==> config.mk <==
export PLATFORM = sky130hd
export DESIGN_NAME = mono_pixel_format_packer
export DESIGN_NICKNAME = d
export VERILOG_FILES = /design/src/inc/pix_pack_pkg.sv /design/src/hw/mono_pixel_format_packer.sv
export SDC_FILE = /design/constraint.sdc
export NUM_CORES = 1
export LEC_CHECK = 0
export BUFFER_PORTS_ARGS = -buffer_cell sky130_fd_sc_hd__buf_2
export CORE_MARGIN = 1
export CORE_UTILIZATION = 53
export CTS_CLUSTER_SIZE = 24
export DETAILED_ROUTE_END_ITERATION = 6
export MAX_ROUTING_LAYER = met4
export PLACE_DENSITY = 0.88
export SETUP_SLACK_MARGIN = 0.5
export SYNTH_ARGS = -nofsm -noshare
export SYNTH_HDL_FRONTEND = slang
export SYNTH_SLANG_ARGS = --single-unit
==> constraint.sdc <==
create_clock -name clk_i -period 4.45 [get_ports clk_i]
set_input_delay 0.89 -clock clk_i [delete_from_list [all_inputs] [get_ports clk_i]]
set_output_delay 0.89 -clock clk_i [all_outputs]
set_load 0.01 [all_outputs]
==> src/inc/pix_pack_pkg.sv <==
package pix_pack_pkg;
   // output layout select codes
   localparam logic [2:0] LAYOUT_MONO8 = 3'h0;
   localparam logic [2:0] LAYOUT_GRAY16 = 3'h1;
   localparam logic [2:0] LAYOUT_PACK12 = 3'h2;
   localparam logic [2:0] LAYOUT_C422 = 3'h3;
   localparam logic [2:0] LAYOUT_L422 = 3'h4;
   // frame leader pixel-format tags (arbitrary codes)
   localparam logic [7:0] TAG_MONO8 = 8'h01;
   localparam logic [7:0] TAG_MONO12 = 8'h02;
   localparam logic [7:0] TAG_PACK12 = 8'h03;
   localparam logic [7:0] TAG_C422 = 8'h04;
   localparam logic [7:0] TAG_L422 = 8'h05;
   // register byte offsets
   localparam logic [3:0] REG_CTRL = 4'h0;
   localparam logic [3:0] REG_STATUS = 4'h4;
   localparam logic [3:0] REG_COUNT = 4'h8;
   // ctrl field positions and reset
   localparam int CTRL_LAYOUT_LSB = 0;
   localparam int CTRL_ENABLE_BIT = 4;
   localparam logic [31:0] CTRL_RESET = 32'h0000_0000;
   localparam logic [11:0] PIX_MAX = 12'hfff;
   // wishbone request bundle
   typedef struct packed {
      logic cyc;
      logic stb;
      logic we;
      logic [3:0] adr;
      logic [3:0] sel;
      logic [31:0] dat;
   } wb_req_t;
endpackage
==> src/hw/mono_pixel_format_packer.sv <==
`timescale 1ns/1ps
`default_nettype none
// Functional notes
// [RULE1] layout chosen from layout select setting
// [RULE2] mono8: one brightness byte per pixel
// [RULE3] gray16: sixteen-bit word per pixel
// [RULE4] twelve bits low, upper four zero
// [RULE5] gray16 sends low byte then high
// [RULE6] gray16 word never above 0x0fff
// [RULE7] gray16 leader tag is mono12
// [RULE8] pack12: two pixels in three bytes
// [RULE9] bytes one/three hold pixel bits 11:4
// [RULE10] middle byte: odd low nibble high
// [RULE11] pack12 values unsigned up to 0x0fff
// [RULE12] 422 luma equals eight-bit brightness
// [RULE13] 422 chroma bytes always zero
// [RULE14] luma per pixel, chroma per pair
// [RULE15] two distinct 422 byte orders
// [RULE16] orders: U Y0 V Y1 / Y0 U Y1 V
// [RULE17] layout switches only at frame start
module mono_pixel_format_packer
   import pix_pack_pkg::*;
(
   // clock and reset
   input wire logic clk_i,
   input wire logic rst_i,
   // wishbone slave
   input wire logic wb_cyc_i,
   input wire logic wb_stb_i,
   input wire logic wb_we_i,
   input wire logic [3:0] wb_adr_i,
   input wire logic [3:0] wb_sel_i,
   input wire logic [31:0] wb_dat_i,
   output logic [31:0] wb_dat_o,
   output logic wb_ack_o,
   // pixel input, pixel 12 bits msb aligned
   input wire logic pix_valid_i,
   input wire logic pix_sof_i,
   input wire logic [11:0] pix_data_i,
   output logic pix_ready_o,
   // byte output
   output logic byte_valid_o,
   output logic [7:0] byte_data_o,
   input wire logic byte_ready_i,
   // frame leader tag
   output logic [7:0] leader_tag_o
);
   ////////////////////////////////////////////////////////////////////////
   wb_req_t req;
   logic [31:0] ctrl_r; // software control word
   logic [2:0] layout_r; // layout in force for this frame
   logic [15:0] frames_r; // frames started
   logic [1:0] phase_r; // byte slot within group
   logic odd_r; // pixel parity within pair
   logic [11:0] even_r; // held even pixel
   logic [11:0] cur_r; // held current pixel
   logic busy_r; // bytes pending for held pixel
   logic [7:0] out_nxt;
   logic last_slot; // held pixel's final byte
   logic take; // pixel accepted
   logic [11:0] pix_clip; // clamped to range

   assign req = '{wb_cyc_i, wb_stb_i, wb_we_i, wb_adr_i, wb_sel_i, wb_dat_i};
   ////////////////////////////////////////////////////////////////////////
   // wishbone: ack one cycle after strobe, dropped the next
   always_ff @(posedge clk_i) begin
      if (rst_i) begin
         wb_ack_o <= 1'b0;
      end else begin
         wb_ack_o <= req.cyc && req.stb && !wb_ack_o;
      end
   end

   // control write, byte-lane gated
   // lands at the edge where the master sees ack, never earlier
   always_ff @(posedge clk_i) begin
      if (rst_i) begin
         ctrl_r <= CTRL_RESET;
      end else if (req.cyc && req.stb && req.we && wb_ack_o && req.adr == REG_CTRL) begin
         for (int i = 0; i < 4; i++) begin
            if (req.sel[i]) begin
               ctrl_r[i*8 +: 8] <= req.dat[i*8 +: 8];
            end
         end
      end
   end

   // read mux; unmapped reads zero
   always_ff @(posedge clk_i) begin
      if (rst_i) begin
         wb_dat_o <= 32'h0;
      end else begin
         unique case (req.adr)
            REG_CTRL: wb_dat_o <= {27'h0, ctrl_r[CTRL_ENABLE_BIT], 1'b0, ctrl_r[2:0]};
            // status: tag, busy flag and active layout packed low
            REG_STATUS: wb_dat_o <= {20'h0, leader_tag_o, busy_r, layout_r};
            REG_COUNT: wb_dat_o <= {16'h0, frames_r};
            default: wb_dat_o <= 32'h0;
         endcase
      end
   end
   ////////////////////////////////////////////////////////////////////////
   // pixel accepted when enabled and nothing held; sof restarts parity
   assign pix_ready_o = !busy_r && ctrl_r[CTRL_ENABLE_BIT];
   assign take = pix_valid_i && pix_ready_o;
   // limits 12-bit data; already in range, kept explicit
   assign pix_clip = (pix_data_i > PIX_MAX) ? PIX_MAX : pix_data_i; // RULE6 RULE11

   // layout latched at start of frame only
   always_ff @(posedge clk_i) begin
      if (rst_i) begin
         layout_r <= LAYOUT_MONO8;
         frames_r <= 16'h0;
      end else if (take && pix_sof_i) begin
         layout_r <= ctrl_r[CTRL_LAYOUT_LSB +: 3]; // RULE1 RULE17
         frames_r <= frames_r + 16'h1;
      end
   end

   // leader tag follows the frame's layout
   always_comb begin
      unique case (layout_r)
         LAYOUT_GRAY16: leader_tag_o = TAG_MONO12; // RULE7
         LAYOUT_PACK12: leader_tag_o = TAG_PACK12;
         LAYOUT_C422: leader_tag_o = TAG_C422;
         LAYOUT_L422: leader_tag_o = TAG_L422;
         default: leader_tag_o = TAG_MONO8;
      endcase
   end
   ////////////////////////////////////////////////////////////////////////
   // byte chooser per layout, slot and parity
   always_comb begin
      out_nxt = 8'h0;
      last_slot = 1'b1;
      unique case (layout_r)
         LAYOUT_GRAY16: begin
            // low byte first, upper nibble forced zero
            out_nxt = (phase_r == 2'd0) ? cur_r[7:0] : {4'h0, cur_r[11:8]}; // RULE3 RULE4 RULE5
            last_slot = (phase_r == 2'd1);
         end
         LAYOUT_PACK12: begin
            // even pixel: byte0 now; odd pixel: nibbles then msbs
            if (!odd_r) begin
               out_nxt = cur_r[11:4]; // RULE9
               last_slot = 1'b1;
            end else begin
               out_nxt = (phase_r == 2'd0) ? {cur_r[3:0], even_r[3:0]} : cur_r[11:4]; // RULE8 RULE10
               last_slot = (phase_r == 2'd1);
            end
         end
         LAYOUT_C422: begin
            // U Y0 | V Y1 ; chroma zero, one per pixel = pair per two
            out_nxt = (phase_r == 2'd0) ? 8'h00 : cur_r[11:4]; // RULE13 RULE16 RULE15
            last_slot = (phase_r == 2'd1); // RULE14
         end
         LAYOUT_L422: begin
            // Y0 U | Y1 V
            out_nxt = (phase_r == 2'd0) ? cur_r[11:4] : 8'h00; // RULE12 RULE16 RULE15
            last_slot = (phase_r == 2'd1); // RULE14
         end
         default: out_nxt = cur_r[11:4]; // RULE2
      endcase
   end

   // holding and byte sequencing
   always_ff @(posedge clk_i) begin
      if (rst_i) begin
         busy_r <= 1'b0;
         phase_r <= 2'd0;
         odd_r <= 1'b0;
         cur_r <= 12'h0;
         even_r <= 12'h0;
      end else if (take) begin
         busy_r <= 1'b1;
         phase_r <= 2'd0;
         cur_r <= pix_clip;
         if (pix_sof_i) begin
            odd_r <= 1'b0;
         end
      end else if (busy_r && byte_ready_i) begin
         if (last_slot) begin
            busy_r <= 1'b0;
            if (!odd_r) begin
               even_r <= cur_r;
            end
            odd_r <= !odd_r;
         end else begin
            phase_r <= phase_r + 2'd1;
         end
      end
   end

   // byte valid registered, data muxed from held pixel; presented while pixel held
   assign byte_valid_o = busy_r;
   assign byte_data_o = out_nxt;

   ////////////////////////////////////////////////////////////////////////
   a_gray_high_zero: assert property (@(posedge clk_i) disable iff (rst_i) // RULE4
      byte_valid_o && layout_r == LAYOUT_GRAY16 && phase_r == 2'd1 |-> byte_data_o[7:4] == 4'h0)
      else $error("gray16 high byte upper nibble not zero");
   a_gray_tag: assert property (@(posedge clk_i) disable iff (rst_i) // RULE7
      layout_r == LAYOUT_GRAY16 |-> leader_tag_o == TAG_MONO12)
      else $error("gray16 leader tag wrong");
   a_chroma_zero: assert property (@(posedge clk_i) disable iff (rst_i) // RULE13
      byte_valid_o && layout_r == LAYOUT_C422 && phase_r == 2'd0 |-> byte_data_o == 8'h00)
      else $error("chroma byte not zero");
   a_luma_first: assert property (@(posedge clk_i) disable iff (rst_i) // RULE12
      byte_valid_o && layout_r == LAYOUT_L422 && phase_r == 2'd0 |-> byte_data_o == cur_r[11:4])
      else $error("luma byte mismatch");
   a_layout_hold: assert property (@(posedge clk_i) disable iff (rst_i) // RULE17
      !(take && pix_sof_i) |=> $stable(layout_r))
      else $error("layout changed mid frame");
   a_pack_mid: assert property (@(posedge clk_i) disable iff (rst_i) // RULE10
      byte_valid_o && layout_r == LAYOUT_PACK12 && odd_r && phase_r == 2'd0
      |-> byte_data_o == {cur_r[3:0], even_r[3:0]})
      else $error("pack12 middle byte wrong");
   a_pack_msb: assert property (@(posedge clk_i) disable iff (rst_i) // RULE9
      byte_valid_o && layout_r == LAYOUT_PACK12 && !odd_r |-> byte_data_o == cur_r[11:4])
      else $error("pack12 even msb byte wrong");
   a_gray_low: assert property (@(posedge clk_i) disable iff (rst_i) // RULE5
      take && layout_r == LAYOUT_GRAY16 && !pix_sof_i |=> byte_data_o == $past(pix_data_i[7:0]))
      else $error("gray16 low byte not first");

   // mono8 byte is the upper eight brightness bits
   a_mono8_byte: assert property (@(posedge clk_i) disable iff (rst_i) // RULE2
      byte_valid_o && layout_r == LAYOUT_MONO8 |-> byte_data_o == cur_r[11:4])
      else $error("mono8 byte wrong");

   // gray16 high byte keeps the word at or under the top code
   a_gray_word_max: assert property (@(posedge clk_i) disable iff (rst_i) // RULE6
      byte_valid_o && layout_r == LAYOUT_GRAY16 && phase_r == 2'd1 |-> byte_data_o <= 8'h0f)
      else $error("gray16 word above top code");

   // gray16 first byte is the low brightness byte
   a_gray_low_byte: assert property (@(posedge clk_i) disable iff (rst_i) // RULE3
      byte_valid_o && layout_r == LAYOUT_GRAY16 && phase_r == 2'd0 |-> byte_data_o == cur_r[7:0])
      else $error("gray16 low byte wrong");

   // gray16 low byte taken leads to the high byte
   a_gray_two_bytes: assert property (@(posedge clk_i) disable iff (rst_i) // RULE5
      byte_valid_o && layout_r == LAYOUT_GRAY16 && phase_r == 2'd0 && byte_ready_i
      |=> byte_valid_o && phase_r == 2'd1)
      else $error("gray16 high byte missing");

   // pack12 odd pixel closes the group with its upper bits
   a_pack_last: assert property (@(posedge clk_i) disable iff (rst_i) // RULE9
      byte_valid_o && layout_r == LAYOUT_PACK12 && odd_r && phase_r == 2'd1
      |-> byte_data_o == cur_r[11:4])
      else $error("pack12 third byte wrong");

   // pack12 even pixel gives a single byte
   a_pack_even_one: assert property (@(posedge clk_i) disable iff (rst_i) // RULE8
      byte_valid_o && layout_r == LAYOUT_PACK12 && !odd_r && byte_ready_i |=> !byte_valid_o)
      else $error("pack12 even pixel gave extra bytes");

   // parity flips each time a held pixel completes
   a_pack_odd_flip: assert property (@(posedge clk_i) disable iff (rst_i) // RULE8
      busy_r && byte_ready_i && last_slot |=> odd_r != $past(odd_r))
      else $error("pixel parity did not flip");

   // first pixel of a frame is always an even pixel
   a_sof_even: assert property (@(posedge clk_i) disable iff (rst_i) // RULE8
      take && pix_sof_i |=> !odd_r)
      else $error("frame start not even");

   // chroma-first layout: second byte is luma
   a_c422_luma: assert property (@(posedge clk_i) disable iff (rst_i) // RULE12
      byte_valid_o && layout_r == LAYOUT_C422 && phase_r == 2'd1 |-> byte_data_o == cur_r[11:4])
      else $error("chroma-first luma wrong");

   // luma-first layout: second byte is chroma, always zero
   a_l422_chroma: assert property (@(posedge clk_i) disable iff (rst_i) // RULE13
      byte_valid_o && layout_r == LAYOUT_L422 && phase_r == 2'd1 |-> byte_data_o == 8'h00)
      else $error("luma-first chroma not zero");

   // no new pixel accepted while bytes are pending
   a_ready_busy: assert property (@(posedge clk_i) disable iff (rst_i) // RULE14
      busy_r |-> !pix_ready_o)
      else $error("pixel accepted while busy");

   // an accepted pixel is presented the next cycle
   a_valid_after_take: assert property (@(posedge clk_i) disable iff (rst_i) // RULE2
      take |=> byte_valid_o)
      else $error("byte valid missing after take");

   // frame start latches the software layout select
   a_sof_latch: assert property (@(posedge clk_i) disable iff (rst_i) // RULE1
      take && pix_sof_i |=> layout_r == $past(ctrl_r[2:0]))
      else $error("layout not latched at frame start");

   // mono8 frames carry the mono8 tag
   a_tag_mono8: assert property (@(posedge clk_i) disable iff (rst_i) // RULE1
      layout_r == LAYOUT_MONO8 |-> leader_tag_o == TAG_MONO8)
      else $error("mono8 leader tag wrong");

   // the chroma-first 422 layout carries the chroma-first tag
   a_tag_422: assert property (@(posedge clk_i) disable iff (rst_i) // RULE15
      layout_r == LAYOUT_C422 |-> leader_tag_o == TAG_C422)
      else $error("chroma-first leader tag wrong");

   // ack is a single-cycle pulse
   a_ack_pulse: assert property (@(posedge clk_i) disable iff (rst_i) // RULE1
      wb_ack_o |=> !wb_ack_o)
      else $error("ack held too long");
endmodule
`default_nettype wire

==> Yosys cells after proc, flatten, opt, wreduce, memory -nomap -nowiden <==
Index checks and enable logic that the tools add are counted.
{ "word_totals": {"register_bits": 77, "in_bits": 60, "out_inout_bits": 51, "wordCells": 65} }
{ "op_classes": {"n_addsub": 2, "n_lt_le_gt_ge": 1, "eq_ne": 8, "muxes": 18, "n_bitwise": 3, "reduce_logical": 23} }
{ "op_table": {"columns": ["cell", "count"], "rows": [
  ["$pmux W16 S3", 1],
  ["$mux W8", 5],
  ["$pmux W8 S4", 1],
  ["$add A16 B1 Y16 const B", 1],
  ["$gt A12 B12 Y1 const B", 1],
  ["$mux W12", 1],
  ["$pmux W3 S4", 1],
  ["$logic_and A1 B1 Y1", 9],
  ["$mux W1", 8],
  ["$eq A3 B2 Y1 const B", 2],
  ["$reduce_and A2 Y1", 3],
  ["$eq A4 B3 Y1 const B", 1],
  ["$eq A4 B4 Y1 const B", 1],
  ["$logic_not A4 Y1", 1],
  ["$reduce_and A4 Y1", 1],
  ["$reduce_bool A2 Y1", 2],
  ["$eq A3 B1 Y1 const B", 1],
  ["$eq A3 B3 Y1 const B", 1],
  ["$logic_not A1 Y1", 3],
  ["$not A1 Y1", 3],
  ["$reduce_and A3 Y1", 1],
  ["$reduce_or A3 Y1", 1],
  ["$add A2 B1 Y2 const B", 1],
  ["$eq A2 B1 Y1 const B", 1],
  ["4 further kinds", 4]
]} }

==> Logic depth before layout (Yosys ltp) <==
Gate-level depths: netlist (run 1).
{ "depth": {"ltp_word": 6, "depth_mapped": 7, "ltp_nobuf": 6} }

==> Worst setup path before layout (run 1) <==
OpenSTA, ideal clock, no wires.
{ "synth_timing": {"path_kind": "register to output", "start": "register phase_r[0]", "end": "output byte_data_o[0]", "t_arrival_ns": 1.504, "path_slack_ns": 2.056, "stages_incl_launch_ff": 8, "n_path_buf": 1, "cell_sequence": "dfxtp_1 -> inv_1 -> ha_1 -> buf_2 -> and3_1 -> a21oi_1 -> o22a_1 -> a221o_1"} }
{ "synth_via": {"elab_chain_len": 4} }
{ "synth_rtl": {"columns": ["item", "line", "source"], "rows": [
  ["start: declaration", "mono_pixel_format_packer.sv:53", "logic [1:0] phase_r;"],
  ["start signal: assignment", "mono_pixel_format_packer.sv:188", "phase_r <= phase_r + 2'd1;"],
  ["$logic_not A2 Y1 (*)", null, null],
  ["$mux W8", "mono_pixel_format_packer.sv:147", "out_nxt = (phase_r == 2'd0) ? {cur_r[3:0], even_r[3:0]} : cur_r[11:4];"],
  ["$mux W8", "mono_pixel_format_packer.sv:143", "if (!odd_r) begin"],
  ["$pmux W8 S4 (*)", "mono_pixel_format_packer.sv:135", "unique case (layout_r)"],
  ["end: declaration", "mono_pixel_format_packer.sv:43", "output logic [7:0] byte_data_o,"]
]} }
Every way passes the cells marked *; elsewhere a longest branch is shown, timed or not.

==> Worst setup path in the final report (run 1) <==
{ "layout_timing": {"start": "register phase_r[0]", "end": "output byte_data_o[1]"} }
The elaborated chain is that of the path after synthesis.

==> summary.md, run 1 <==
| Metric | Value |
|---|---|
| Minimum clock period | `3120 ps` |
| Library cells used by synthesis | `45` |
| Number of max-cap violations | `0` |
| Fin crit share | `0.702` |
| Outcome | `complete, no violations` |
| Max Clock Freq | `320 MHz` |
| Clock-pin slew on the worst setup and hold paths | `60 ps` |
| CP Capture Type | `primary output` |
| Final setup violation count | `0` |
| Average wire per standard cell | `12.9 um` |
| Core area | `5200 um^2` |
| Fin nets | `446` |
| WP data arrival | `2230 ps` |
| N_diodes | `0` |
| Initial Util | `0.557` |
| Worst stage delay on the critical path | `450 ps` |
| Seq cells post-synth | `60` |
| 1st-iter DRT viols | `126` |
| Cells after Synth | `332` |
| Worst setup SP type | `flip-flop` |
| Final Routed Wirelength | `5920 um` |
| Final ANT Viol Nets | `0` |
| Slew Limit Fails | `0` |
| Part of the Yosys area used for sequential elements | `0.414` |
| Die Width | `76.0 um` |
| Critical path peak fanout | `12` |
| CTS H-tree depth | `3` |
| Mean Syn Cell Area | `8.74 um^2` |
| Final hold slack | `449 ps` |
| Register area | `1200 um^2` |
| Hold WC Path Type | `flip-flop to flip-flop` |
| Measured slew at the worst slew-check pin | `846 ps` |
| Cell taking the most area after synthesis | `dfxtp_1` |
| Power Dens Cells | `310 nW/um^2` |
| # DRC | `0` |
| First-pass GRT wire length | `9930 um` |
| Ys Warns | `0` |
| Fraction of registers with async set/reset | `0` |
| Number of clock sinks | `60` |
| Fin. Hold Viols | `0` |
| Detailed Routing Iterations Pass 1 | `4` |
| TNS Setup | `0 ps` |
| Total track usage | `0.223` |
| Multi-input combinational cell area | `1520 um^2` |
| Vias/cell | `5.28` |
| Largest net degree at the start of global routing | `50` |
| Die Y-Extent | `76.0 um` |
| RSZ-0062 raised after global routing | `false` |
| Post-Syn Area | `2900 um^2` |
| Fillers | `456` |
| Predominant post-synthesis flop cell | `dfxtp_1` |
| CP max-delay cell | `ha_1` |
| Clk Latency, worst-skew pair | `340 ps` |
| Post-cts resize count | `0` |
| Top cell type's share of synthesized area | `0.414` |
| Leakage power | `0.00135 uW` |
| Worst path cell trace | `inv_1 -> ha_1 -> and3_1 -> a21oi_1 -> o22a_1 -> a221o_1 -> buf_2` |
| Clk_skew | `6.62 ps` |
| Relative slew slack | `0.436` |
| # IOs | `111` |
| Antenna violations before repair | `0` |
| Pwr Total | `1020 uW` |
| Max IR drop VDD | `136 uV` |
| Post-CTS setup buffer count | `0` |
| Vias in the first global route | `2215` |
| Cell Rows | `26` |
| Most instantiated cells after synthesis | `60 x dfxtp_1, 41 x nand2_1, 29 x a21oi_1, 29 x nor2_1, 22 x buf_4` |
| Die ar. | `5770 um^2` |
| Worst endpoint required time | `3560 ps` |
| TritonCTS Buffers | `9` |
| Port Buffer Count | `58` |
| Routability congestion estimate | `0.852` |
| Fraction of final layout cells sized beyond drive strength 1 | `0.214` |
| Root buf cell | `clkbuf_8` |
| Longest Clk Path Bufs | `2` |
| Core occupancy in the finished layout | `0.635` |
| CTS tree | `built` |
| Number of synthesized flops with an enable pin | `0` |
| HPWL Detailed | `4220 um` |
| Largest cells by area after synthesis | `dfxtp_1 41%, buf_4 5.7%, nand2_1 5.3%` |
| Gr ovfl total | `0` |
| Hold buffer count at cts | `0` |
| Most common cell in the synthesized netlist | `dfxtp_1` |
| Area Growth Syn to Fin | `13.9%` |
| Routed vias | `2420` |
| WS Path Type | `flip-flop to primary output` |
-- kinds of logic after synthesis --
kind of cell    count (synthesis)  share of synthesized area
compound gates                 59                      0.141
simple gates                  141                      0.258
flops                          60                      0.414
other cells                     1                    0.00129
buf+inv                        42                     0.0871
xor+xnor                       10                     0.0302
fa+ha+maj                       3                     0.0129
mux                            16                     0.0556
-- metal layers --
metal	vias to the layer above	wire length (um)	global-route usage
met4	0	99	0.0981
met1	1127	2650	0.274
met2	72	2880	0.345
li1	1212	-	-
met5	-	0	-
met3	9	294	0.0563
-- critical path: cells and delay by family (launching register included) --
family	cells	cell delay, ps
compound gates	3	670
fa+ha+maj	1	450
buf+inv	2	200
flops	1	330
simple gates	1	240
-- metrics by stage --
| step | area (um^2) | setup slack [ps] | instances |
|---|---|---|---|
| final | 3300 | 1330 | 458 |
| after detailed placement | 3120 | 1700 | 442 |
| after floorplan | 2980 | 2060 | 352 |
| after global routing | 3300 | 1190 | 458 |
| after CTS | 3300 | 1320 | 458 |
| after global placement | 3120 | 1750 | 442 |
-- state kept, by name, indices dropped and copies added (netlist names) --
register / flops
byte_valid_o: 1
ctrl_r: 4
cur_r: 12
even_r: 4
frames_r: 16
layout_r: 3
odd_r: 1
phase_r: 2
wb_ack_o: 1
wb_dat_o: 16
-- path summary, 6_finish.rpt --
kind	startpoint	to	slack [ps]	cells past startpoint
worst max-delay path	phase_r[0]$_SDFFE_PP0P_	byte_data_o[1]	1330	7
worst min-delay path	wb_ack_o$_SDFF_PP0_	wb_ack_o$_SDFF_PP0_	450	1
worst max register to register	byte_valid_o$_SDFFE_PP0P_	frames_r[15]$_SDFFE_PP0P_	2460	4
worst min register to register	wb_ack_o$_SDFF_PP0_	wb_ack_o$_SDFF_PP0_	450	1
-- layout make-up --
class / instances / area share
Tap cell: 70 / 0.0265
Timing Repair Buffer: 58 / 0.0878
Multi-Input combinational cell: 250 / 0.461
Clock buffer: 11 / 0.0458
Inverter: 4 / 0.00454
Sequential cell: 60 / 0.363
Clock inverter: 5 / 0.0110
-- report_power, final --
| part | total [uW] | internal (uW) | switching [uW] |
|---|---|---|---|
| sequential | 538 | 537 | 0.320 |
| clock | 448 | 232 | 216 |
| combinational | 37.9 | 12.9 | 25.0 |
| total | 1020 | 782 | 241 |
-- placed cells by master (no fill, tap or decap), drive strengths merged, types with 2 or more instances in the layout --
| cell type | synthesis | final |
|---|---|---|
| nand2b | 11 | 11 |
| nand2 | 41 | 41 |
| o21ai | 4 | 4 |
| mux2i | 15 | 15 |
| and3 | 4 | 4 |
| o31ai | 4 | 4 |
| xor2 | 7 | 7 |
| a221o | 7 | 7 |
| buf | 27 | 58 |
| clkinvlp | 0 | 3 |
| nor2b | 8 | 8 |
| a21oi | 29 | 29 |
| o22a | 2 | 2 |
| clkinv | 0 | 2 |
| ha | 3 | 3 |
| clkbuf | 11 | 11 |
| or4 | 4 | 4 |
| or3 | 4 | 4 |
| and2 | 12 | 12 |
| inv | 4 | 4 |
| conb | 1 | 21 |
| nor3 | 10 | 10 |
| xnor2 | 3 | 3 |
| a22oi | 7 | 7 |
| nand3 | 6 | 6 |
| and4b | 2 | 2 |
| dfxtp | 60 | 60 |
| nor2 | 29 | 29 |
| nand4 | 5 | 5 |
Note: power is estimated with default switching activity, not from simulation.
==> run 2, diff against run 1 <==
- CORE_UTILIZATION: 53 -> 44
- PLACE_DENSITY: 0.88 -> 0.78
- clock period: 4.45 -> 2.5 ns (I/O delays scaled with it)
==> summary.md, run 2 (synthesis gave the netlist of run 1 again) <==
| Metric | Value |
|---|---|
| Fin nets | `458 (+2.7%)` |
| Minimum clock period | `2350 ps` |
| Final Routed Wirelength | `6530 um (+10%)` |
| Vias/cell | `5.26 (-0.37%)` |
| Fraction of final layout cells sized beyond drive strength 1 | `0.270 (+0.0561)` |
| Core area | `6350 um^2 (+22%)` |
| Outcome | `complete, no violations` |
| WS Path Type | `flip-flop to primary output` |
| Number of clock sinks | `60 (unchanged)` |
| Detailed Routing Iterations Pass 1 | `4 (unchanged)` |
| Clock-pin slew on the worst setup and hold paths | `70 ps (about the same)` |
| Vias in the first global route | `2372 (+7.1%)` |
| Power Dens Cells | `566 nW/um^2 (+83%)` |
| # IOs | `111 (unchanged)` |
| Clk_skew | `10.9 ps (+4.33 ps)` |
| RSZ-0062 raised after global routing | `true` |
| Die ar. | `6920 um^2 (+20%)` |
| Worst path buffer plus inverter count | `1 (-1)` |
| Max Clock Freq | `426 MHz` |
| Antenna violations before repair | `0 (unchanged)` |
| Placed Instance Area | `3180 um^2 (+2.0%)` |
| Fin crit share | `0.938` |
| Cell Rows | `29 (+12%)` |
| Critical path peak fanout | `4 (-8)` |
| Total track usage | `0.202 (-0.0203)` |
| Core occupancy in the finished layout | `0.553 (-0.0816)` |
| Worst endpoint required time | `2000 ps (-1560 ps)` |
| TNS Setup | `0 ps (unchanged)` |
| Top delay family on crit path | `compound AO/OA/AOI/OAI gates` |
| Gr ovfl total | `0 (unchanged)` |
| Largest registers | `frames_r: 16 flops, wb_dat_o: 16 flops, cur_r: 12 flops` |
| Port Buffer Count | `58 (unchanged)` |
| Longest Clk Path Bufs | `2 (unchanged)` |
| Routed vias | `2511 (+3.8%)` |
| Final hold slack | `388 ps (-60.6 ps)` |
| HPWL Detailed | `4550 um (+7.7%)` |
| Clk Latency, worst-skew pair | `340 ps (about the same)` |
| Measured slew at the worst slew-check pin | `578 ps (-267 ps)` |
| CP Capture Type | `primary output` |
| Commonest non-fill, non-tap cells in the layout | `58 x buf_2, 57 x dfxtp_1, 41 x nand2_1` |
| WP data arrival | `1850 ps (-380 ps)` |
| Worst setup SP type | `flip-flop` |
| Hold buffer count at cts | `0 (unchanged)` |
| Area Growth Syn to Fin | `21.1%` |
| 1st-iter DRT viols | `102 (-19%)` |
| Max IR drop VDD | `301 uV (+120%)` |
| Root buf cell | `clkbuf_8` |
| CTS tree | `built` |
| Fin area | `3510 um^2 (+6.3%)` |
| Average wire per standard cell | `13.7 um (+5.9%)` |
| Number of max-cap violations | `0 (unchanged)` |
| Final ANT Viol Nets | `0 (unchanged)` |
| Worst path cell trace | `or3b_4 -> o22a_1 -> a221o_1 -> buf_2` |
| First-pass GRT wire length | `10800 um (+9.2%)` |
| Die Width | `83.2 um (+9.5%)` |
| Largest net degree at the start of global routing | `49 (-2.0%)` |
| Slew Limit Fails | `0 (unchanged)` |
| Final setup violation count | `0 (unchanged)` |
| Leakage power | `0.00147 uW (+8.6%)` |
| CP max-delay cell | `or3b_4` |
| Routability congestion estimate | `0.912 (+7.0%)` |
| Worst stage delay on the critical path | `430 ps (-20 ps)` |
| TritonCTS Buffers | `9 (unchanged)` |
| Relative slew slack | `0.614 (+0.177)` |
| Commonest non-fill, non-tap cell in the layout | `buf_2` |
| Initial Util | `0.457 (-0.101)` |
| Die Y-Extent | `83.2 um (+9.5%)` |
| Hold WC Path Type | `primary input to flip-flop` |
| N_diodes | `0 (unchanged)` |
| Fin. Hold Viols | `0 (unchanged)` |
| CTS H-tree depth | `3 (unchanged)` |
| # DRC | `0 (unchanged)` |
run 2: worst paths after layout:
check / from / endpoint / slack [ps] / depth (start not counted)
worst max-delay path: layout_r[1]$_SDFFE_PP0P_ / byte_data_o[7] / 150 / 4
worst min-delay path: pix_data_i[11] / cur_r[11]$_SDFFE_PP0P_ / 390 / 3
worst max register to register: phase_r[0]$_SDFFE_PP0P_ / odd_r$_SDFFE_PP0P_ / 550 / 6
worst min register to register: wb_ack_o$_SDFF_PP0_ / wb_ack_o$_SDFF_PP0_ / 460 / 1
run 2: area by class of cell:
type | instances | area, um^2
clock buffer | 11 | 141
timing repair buffer | 70 | 393
multi-input combinational | 250 | 1590
clock inverter | 5 | 75.1
inverter | 4 | 15.0
tap | 77 | 96.3
sequential | 60 | 1210
fill | 585 | 2840
run 2: routing by layer:
layer | track usage | part of all wire | vias to the layer above
li1 | - | - | 1236
met5 | - | 0 | -
met1 | 0.229 | 0.42 | 1182
met4 | 0.100 | 0.024 | 0
met2 | 0.337 | 0.50 | 81
met3 | 0.0447 | 0.055 | 12
run 2: worst reg2reg max path, cell delays in order (launching register included):
cell and delay, ps:
dfxtp_2 330, buf_4 130, ha_1 260, or4b_1 510, o311a_1 180, nor2b_1 240
o21ba_1 200
run 2: timing repair:
action	in CTS	in global routing
endpoints found under the setup margin	9	10
pin swaps	4	4
buffers inserted	5	0
gates resized for setup	12	6
run 2: where the power goes:
group          switching, uW  total, uW  leakage (uW)  internal (uW)
sequential             0.603        956      0.000485            956
clock                    381        964      0.000113            583
combinational           44.3       69.1      0.000870           24.8
total                    426       1990       0.00147           1560
run 2: metrics by stage:
stage          worst slack [ps]  total power [uW]  cells
4_1_cts                     164              2000    477
3_5_place_dp                358              1050    456
5_1_grt                     133              2050    477
3_3_place_gp                398              1050    456
2_1_floorplan               537              1040    352
6_report                    155              1990    477
